`src/crsf_map.svh`:
```
/*
 * Register offsets, field positions, reset values and write masks of the
 * card reset and supply fault block. Assumes an 8-bit SFR space with
 * 16-bit addresses.
 */
`ifndef CRSF_MAP_SVH
`define CRSF_MAP_SVH

// ----------------------------------------
// Register offsets
// ----------------------------------------
`define CRSF_ADDR_SELECT 16'hfe00
`define CRSF_ADDR_POWER 16'hfe03
`define CRSF_ADDR_CONTACT 16'hfe0a
`define CRSF_ADDR_RLEN 16'hfe22
`define CRSF_ADDR_FAULT 16'hffd4

// ----------------------------------------
// Field positions
// ----------------------------------------
`define CRSF_POWER_SEL_HI 7
`define CRSF_POWER_SEL_LO 6
`define CRSF_POWER_FLAG_BIT 5
`define CRSF_POWER_GOOD_BIT 3
`define CRSF_CONTACT_HOLD_BIT 7
`define CRSF_SELECT_HI 3
`define CRSF_SELECT_LO 2
`define CRSF_FAULT_OVR_BIT 6
`define CRSF_FAULT_DIS_BIT 5
`define CRSF_FAULT_TH_HI 2
`define CRSF_FAULT_TH_LO 0

// ----------------------------------------
// Reset values and writable bits
// ----------------------------------------
`define CRSF_RLEN_RESET 8'h70
`define CRSF_CONTACT_RESET 8'h00
`define CRSF_FAULT_RESET 8'h00
`define CRSF_FAULT_WMASK 8'h67
`define CRSF_NUM_IF 2'h2

`endif

```
`src/crsf_pkg.sv`:
```
/*
 * Types shared by the card reset and supply fault block.
 * Assumes crsf_map.svh supplies all numeric constants.
 */
package crsf_pkg;

	// ----------------------------------------
	// Sequencer and carriers
	// ----------------------------------------
	typedef enum logic [2:0] {SEQ_OFF, SEQ_WAIT_GOOD, SEQ_HOLD, SEQ_DELAY, SEQ_RUN} crsf_seq_e;

	typedef struct packed {
		logic [15:0] addr;
		logic [7:0] wdata;
		logic wr;
		logic rd;
	} crsf_sfr_req_s;

	typedef struct packed {
		logic s1;
		logic s2;
		logic s3;
		logic stable;
	} crsf_sync_s;

	typedef struct packed {
		crsf_sync_s low;
		logic [2:0] fuse;
		logic fuse_taken;
		logic [2:0] thr;
		logic fault;
	} crsf_fdet_s;

	typedef struct packed {
		crsf_seq_e seq;
		logic [7:0] cnt;
		logic [1:0] vcc_sel;
		logic [7:0] contact;
		logic [7:0] rlen;
		logic [7:0] fctl;
		logic [1:0] if_sel;
		logic flag;
		crsf_sync_s good;
		logic [7:0] rdata;
		logic [1:0] rst_n;
		logic [1:0] pwr;
	} crsf_state_s;

	// Three-stage pin synchroniser; a change counts once stages two and three agree
	function automatic crsf_sync_s crsf_sync_step(crsf_sync_s s, logic d);
		crsf_sync_s o;
		o = s;
		o.s1 = d;
		o.s2 = s.s1;
		o.s3 = s.s2;
		if (s.s2 == s.s3)
		begin
			o.stable = s.s3;
		end
		return o;
	endfunction

endpackage

```
`src/crsf_top.sv`:
```
/*
 * Card reset release sequencer and supply fault supervisor with its
 * SFR registers. Assumes single-cycle SFR strobes on CLK, an ETU tick
 * pulse on CLK from the card baud logic, and asynchronous pins for
 * card supply good and the low-supply comparator.
 */
`timescale 1ns/1ns
`include "crsf_map.svh"

// Operation
// - Eight-bit register gives card reset release delay in ETUs.
// - Delay zero and hold clear: release reset once card supply is good.
// - Nonzero delay postpones reset release by that many ETUs.
// - Setting the hold bit drives card reset low.
// - Clearing the hold bit releases reset after the programmed delay.
// - Hold set before power-up keeps reset low until cleared plus delay.
// - Hold and delay act only on the selected card interface.
// - Enabled fault detection deactivates active interface on low supply.
// - Override bit picks threshold field, otherwise the factory default.
// - Fault disable bit set stops any deactivation from low supply.
// - Threshold code 000 is 2.3 V, plus 0.1 V per step to 3.0 V.
// - Factory default threshold is fuse set to any of eight codes.
module crsf_top (
	// Clock and reset
	input wire logic CLK,
	input wire logic RST_N,
	// SFR access
	input wire crsf_pkg::crsf_sfr_req_s SFR_REQ,
	output logic [7:0] SFR_RDATA,
	// Card baud logic
	input wire logic ETU_TICK,
	// Card side
	input wire logic CARD_SUPPLY_GOOD,
	output logic [1:0] CARD_POWER_EN,
	output logic [1:0] CARD_RST_N,
	// Supply supervision
	input wire logic SUPPLY_LOW,
	input wire logic [2:0] FUSE_THRESHOLD,
	output logic [2:0] SUPPLY_THRESHOLD
);

	// ----------------------------------------
	// Reset release
	// ----------------------------------------
	logic rst_s1_r;
	logic rst_s2_r;
	logic rst_n_i;

	always_ff @(posedge CLK or negedge RST_N)
	begin
		if (!RST_N)
		begin
			rst_s1_r <= 1'b0;
			rst_s2_r <= 1'b0;
		end
		else
		begin
			rst_s1_r <= 1'b1;
			rst_s2_r <= rst_s1_r;
		end
	end

	assign rst_n_i = rst_s2_r;

	// ----------------------------------------
	// Supply fault detector
	// ----------------------------------------
	crsf_pkg::crsf_state_s r;
	crsf_pkg::crsf_state_s n;
	logic fault_i;

	crsf_fault_det u_fault (
		.clk(CLK),
		.rst_n(rst_n_i),
		.supply_low(SUPPLY_LOW),
		.fuse_code(FUSE_THRESHOLD),
		.fctl(r.fctl),
		.thr_code(SUPPLY_THRESHOLD),
		.fault(fault_i)
	);

	// ----------------------------------------
	// Registers and sequencer
	// ----------------------------------------
	logic hold;
	logic sel_ok;
	logic keep;
	logic wr_sel;
	logic [15:0] addr;

	always_comb
	begin
		n = r;
		addr = SFR_REQ.addr;
		hold = r.contact[`CRSF_CONTACT_HOLD_BIT];
		sel_ok = r.if_sel < `CRSF_NUM_IF;
		wr_sel = SFR_REQ.wr && addr == `CRSF_ADDR_SELECT;
		n.good = crsf_pkg::crsf_sync_step(r.good, CARD_SUPPLY_GOOD);

		if (SFR_REQ.wr)
		begin
			unique case (addr)
				`CRSF_ADDR_SELECT:
				begin
					n.if_sel = SFR_REQ.wdata[`CRSF_SELECT_HI:`CRSF_SELECT_LO];
				end
				`CRSF_ADDR_POWER:
				begin
					n.vcc_sel = SFR_REQ.wdata[`CRSF_POWER_SEL_HI:`CRSF_POWER_SEL_LO];
					if (SFR_REQ.wdata[`CRSF_POWER_FLAG_BIT])
					begin
						n.flag = 1'b0;
					end
				end
				`CRSF_ADDR_CONTACT:
				begin
					n.contact = SFR_REQ.wdata;
				end
				`CRSF_ADDR_RLEN:
				begin
					n.rlen = SFR_REQ.wdata;
				end
				`CRSF_ADDR_FAULT:
				begin
					n.fctl = SFR_REQ.wdata & `CRSF_FAULT_WMASK;
				end
				default:
				begin
				end
			endcase
		end

		// deactivate on fault; flag set beats clear
		if (fault_i)
		begin
			n.flag = 1'b1;
			n.vcc_sel = 2'h0;
		end

		// Next power select, so card reset never outlives card power by a cycle
		keep = (n.vcc_sel != 2'h0) && sel_ok && !fault_i && !(wr_sel && n.if_sel != r.if_sel);

		unique case (r.seq)
			crsf_pkg::SEQ_OFF:
			begin
				n.seq = crsf_pkg::SEQ_WAIT_GOOD;
			end
			crsf_pkg::SEQ_WAIT_GOOD:
			begin
				if (r.good.stable)
				begin
					if (hold)
					begin
						n.seq = crsf_pkg::SEQ_HOLD;
					end
					else
					begin
						n.cnt = 8'h00;
						n.seq = (r.rlen == 8'h00) ? crsf_pkg::SEQ_RUN : crsf_pkg::SEQ_DELAY;
					end
				end
			end
			crsf_pkg::SEQ_HOLD:
			begin
				if (!hold)
				begin
					n.cnt = 8'h00;
					if (!r.good.stable)
					begin
						n.seq = crsf_pkg::SEQ_WAIT_GOOD;
					end
					else
					begin
						n.seq = (r.rlen == 8'h00) ? crsf_pkg::SEQ_RUN : crsf_pkg::SEQ_DELAY;
					end
				end
			end
			// count ETU ticks up to the delay value
			crsf_pkg::SEQ_DELAY:
			begin
				if (hold)
				begin
					n.seq = crsf_pkg::SEQ_HOLD;
				end
				else if (ETU_TICK)
				begin
					if (r.cnt + 8'h01 >= r.rlen)
					begin
						n.seq = crsf_pkg::SEQ_RUN;
					end
					else
					begin
						n.cnt = r.cnt + 8'h01;
					end
				end
			end
			crsf_pkg::SEQ_RUN:
			begin
				if (hold)
				begin
					n.seq = crsf_pkg::SEQ_HOLD;
				end
				else if (!r.good.stable)
				begin
					n.seq = crsf_pkg::SEQ_WAIT_GOOD;
				end
			end
		endcase

		// Power loss, fault or a new selection restarts from reset
		if (!keep)
		begin
			n.seq = crsf_pkg::SEQ_OFF;
		end

		// only the selected interface is powered and released
		n.pwr = 2'h0;
		n.rst_n = 2'h0;
		if (n.if_sel < `CRSF_NUM_IF)
		begin
			n.pwr[n.if_sel[0]] = n.vcc_sel != 2'h0;
			n.rst_n[n.if_sel[0]] = n.seq == crsf_pkg::SEQ_RUN;
		end

		if (SFR_REQ.rd)
		begin
			unique case (addr)
				`CRSF_ADDR_SELECT: n.rdata = {4'h0, r.if_sel, 2'h0};
				`CRSF_ADDR_POWER: n.rdata = {r.vcc_sel, r.flag, 1'b0, r.good.stable, 3'h0};
				`CRSF_ADDR_CONTACT: n.rdata = r.contact;
				`CRSF_ADDR_RLEN: n.rdata = r.rlen;
				`CRSF_ADDR_FAULT: n.rdata = r.fctl;
				default: n.rdata = 8'h00;
			endcase
		end
	end

	always_ff @(posedge CLK or negedge rst_n_i)
	begin
		if (!rst_n_i)
		begin
			r <= '0;
			r.rlen <= `CRSF_RLEN_RESET;
			r.contact <= `CRSF_CONTACT_RESET;
			r.fctl <= `CRSF_FAULT_RESET;
		end
		else
		begin
			r <= n;
		end
	end

	assign SFR_RDATA = r.rdata;
	assign CARD_POWER_EN = r.pwr;
	assign CARD_RST_N = r.rst_n;
endmodule

```
`src/crsf_fault_det.sv`:
```
/*
 * Supply fault detector: picks the fault threshold for the analog
 * comparator and qualifies its low-supply result.
 * Assumes the comparator output is asynchronous and the fuse code static.
 */
`timescale 1ns/1ns
`include "crsf_map.svh"

module crsf_fault_det (
	// Clock and reset
	input wire logic clk,
	input wire logic rst_n,
	// Analog side
	input wire logic supply_low,
	input wire logic [2:0] fuse_code,
	// Control
	input wire logic [7:0] fctl,
	// Results
	output logic [2:0] thr_code,
	output logic fault
);

	crsf_pkg::crsf_fdet_s r;
	crsf_pkg::crsf_fdet_s n;

	always_comb
	begin
		n = r;
		n.low = crsf_pkg::crsf_sync_step(r.low, supply_low);
		if (!r.fuse_taken)
		begin
			n.fuse = fuse_code;
			n.fuse_taken = 1'b1;
		end
		// threshold code select; code 0 is 2.3 V, 0.1 V per step
		if (fctl[`CRSF_FAULT_OVR_BIT])
		begin
			n.thr = fctl[`CRSF_FAULT_TH_HI:`CRSF_FAULT_TH_LO];
		end
		else
		begin
			n.thr = n.fuse;
		end
		n.fault = !fctl[`CRSF_FAULT_DIS_BIT] && r.low.stable;
	end

	always_ff @(posedge clk or negedge rst_n)
	begin
		if (!rst_n)
		begin
			r <= '0;
		end
		else
		begin
			r <= n;
		end
	end

	assign thr_code = r.thr;
	assign fault = r.fault;
endmodule

```
`config.mk`:
```
export PLATFORM = sky130hd
export DESIGN_NAME = crsf_top
export DESIGN_NICKNAME = d
export VERILOG_FILES = /design/src/crsf_pkg.sv /design/src/crsf_top.sv /design/src/crsf_fault_det.sv
export VERILOG_INCLUDE_DIRS = /design/src /design/src/src
export SDC_FILE = /design/constraint.sdc
export NUM_CORES = 1
export LEC_CHECK = 0
export BUFFER_PORTS_ARGS = -buffer_cell sky130_fd_sc_hd__buf_4
export CORE_ASPECT_RATIO = 0.8
export CORE_MARGIN = 2
export CORE_UTILIZATION = 30
export CTS_BUF_LIST = sky130_fd_sc_hd__clkbuf_8 sky130_fd_sc_hd__clkbuf_16
export CTS_CLUSTER_SIZE = 16
export DETAILED_ROUTE_END_ITERATION = 12
export PLACE_DENSITY = 0.48
export SLEW_MARGIN = 20
export SYNTH_ARGS = -nofsm -noshare
export SYNTH_HDL_FRONTEND = slang
export SYNTH_HIERARCHICAL = 1
export SYNTH_SLANG_ARGS = --single-unit
```
`constraint.sdc`:
```
create_clock -name CLK -period 3.05 [get_ports CLK]
set_clock_uncertainty 0.1 [all_clocks]
set_input_delay 0.305 -clock CLK [delete_from_list [all_inputs] [get_ports CLK]]
set_output_delay 0.305 -clock CLK [all_outputs]
set_load 0.005 [all_outputs]
```
==> flow_summary.yaml <==
die:
  die_w_um: 123
  dieArea_um2: 12200
  start_util_pct: 31.0
  io_pins: 49
  die_h_um: 99.0
  core_um2: 10900
  std_cell_rows: 34
global_routing:
  grt_overflow_total: 0
  grt_pass1_vias: 2446
  grt_usage_pct: 13.8
  antenna_found_initial: 0
  grt_pass1_wl_um: 12600
  grt_max_degree: 48
setup_path:
  crit_type: "flop to flop"
  cp.arrival_ns: 2.90
  required_ns: 3.18
  slowest_stage: "dfrtp_1"
  path_cells: "ha_2 -> nand3_1 -> nor2_1 -> xor2_1 -> ha_1 -> a21o_1 -> a21oi_1 -> o31ai_2 -> o21a_2 -> o21bai_1 -> a21o_1"
  crit_buf_inv: 0
  slowest_delay_ns: 0.43
  cpLargestDelayFamily: "compound AO/OA/AOI/OAI gates"
  startpoint_type: "flop"
  crit_fanout: 8
  cpMostUsedCell: "a21o_1"
  worst_setup_path_end_kind: "flop"
synth:
  yosysWarningCount: 6
  syn_area_per_cell_um2: 11.0
  synthCells: 309
  syn_area_um2: 3390
  synth.net_count: 352
cts:
  cts_made_buffers: 9
  clk_pin_slew_ns: 0.06
  clock_sinks: 67
  root_buffer: "clkbuf_16"
  clk_path_buf_depth: 2
  tritoncts: "done"
  worst_skew_pair.late_latency_ns: 0.33
  cts-htree-levels: 3
status:
  outcome: "completed"
route:
  num_vias: 2450
  drt_first_pass_iters: 5
  vias_per_cell: 4.92
  drtIter0Drc: 108
  wl_per_cell_um: 15.4
  wl_um: 7650
  antenna_left: 0
  drc: 0
timing:
  maxSlewHeadroom_pct: 39.6
  setup_viol: 0
  rsz0062_at_grt: "no"
  period_needed_ns: 2.77
  tightestPinTransition_ns: 0.896
  min_period_over_period_pct: 90.8
  fmax_ghz: 0.361
  hold_violations: 0
  tns_ns: 0
  finalMaxSlewViolations: 0
  worst_hold_slack_ns: 0.112
job:
  cap_violations: 0
cells_and_area:
  area_delta_synth_final_pct: 23.2
  drive_gt1_share_pct: 30.8
  diodes: 0
  final_nets: 392
power_and_ir_drop:
  p_leak_nw: 1.94
  vdd_ir_drop_max_mv: 0.271
  p_per_area_nw_per_um2: 517
placed_design:
  dp_hpwl_um: 5690
  port_buffers: 48
  place_congestion: 0.865
min_path:
  holdCritPathClass: "input pin to flop"
==> timing repair <==
item                       CTS  global route
hold buffers                 3             0
resized for setup            0             3
buffers inserted             0             0
hold endpoints to repair     4             0
setup endpoints to repair    0             6
==> layer usage <==
layer / global-route usage (%) / vias up / part of all wire [%]
li1: - / 1188 / -
met1: 20.1 / 1206 / 52
met2: 18.8 / 50 / 42
met3: 4.80 / 6 / 4.9
met4: 4.51 / 0 / 0.63
met5: 0 / - / 0
==> path summary, 6_finish.rpt <==
kind,start,endpoint,slack (ns),depth (start not counted)
setup / recovery,r[45],r[47],0.28,11
hold / removal,FUSE_THRESHOLD[0],u_fault/r[5],0.11,2
setup reg to reg,r[45],r[47],0.28,11
hold reg to reg,rst_n_i,u_fault/n[10],0.24,0
max in group asynchronous,rst_n_i,r[53],1.93,1
min in group asynchronous,RST_N,rst_n_i,0.18,2
==> final cells by class <==
type / instances / area (um2)
timing repair buffer: 53 / 405
clock inverter: 7 / 100
clock buffer: 9 / 225
sequential: 67 / 1680
tap: 144 / 180
inverter: 19 / 71.3
fill: 1076 / 6760
multi-input combinational: 199 / 1500
==> through the flow <==
stage	worst slack [ns]	instance area [um2]	std cells	total power, mW	util, %
detailed placement	0.236	3800	479	1.05	34.8
global route	0.0161	4170	498	2.26	38.1
floorplan	0.531	3390	309	0.985	-
finish	0.279	4170	498	2.16	38.1
global placement	0.303	3800	479	1.05	34.8
CTS	0.224	4160	498	2.19	38.0
==> state kept, by name, summed over array words and instances (netlist names), 2 cells and up <==
name	flops
SFR_RDATA	8
u_fault/thr_code	3
r	38
u_fault/n	2
CARD_RST_N	2
n	2
u_fault/r	6
CARD_POWER_EN	2
==> worst register-to-register path, cell delays in order, from the launching register on <==
cell	delay [ns]
dfrtp_1	0.43
ha_2	0.24
nand3_1	0.11
nor2_1	0.15
xor2_1	0.21
ha_1	0.29
a21o_1	0.18
a21oi_1	0.16
o31ai_2	0.13
o21a_2	0.31
o21bai_1	0.17
a21o_1	0.17
==> cells in the final DEF, fill, tap and decap left out, drive strengths merged, types with 3 or more instances in the layout <==
cell and count:
mux2i 3, and3 3, clkinv 3, a222oi 5
nand4 5, nor3b 3, nand3 10, nand2b 5
clkbuf 9, xnor2 3, o21ai 10, dlygate4sd3 3
buf 50, nand2 14, inv 21, or4 4
dfstp 3, a21o 4, nor2b 9, o21a 4
dfrtp 64, nor2 20, a31oi 4, xor2 3
nor3 6, o22ai 8, ha 9, a22o 6
mux2 28, a21oi 6
==> report_power, final <==
group / leakage [nW] / switching [mW] / internal (mW)
Sequential: 0.869 / 0.0243 / 0.909
Clock: 0.160 / 0.402 / 0.722
Combinational: 0.911 / 0.0430 / 0.0574
No activity file was read; power rests on OpenSTA's default activity.
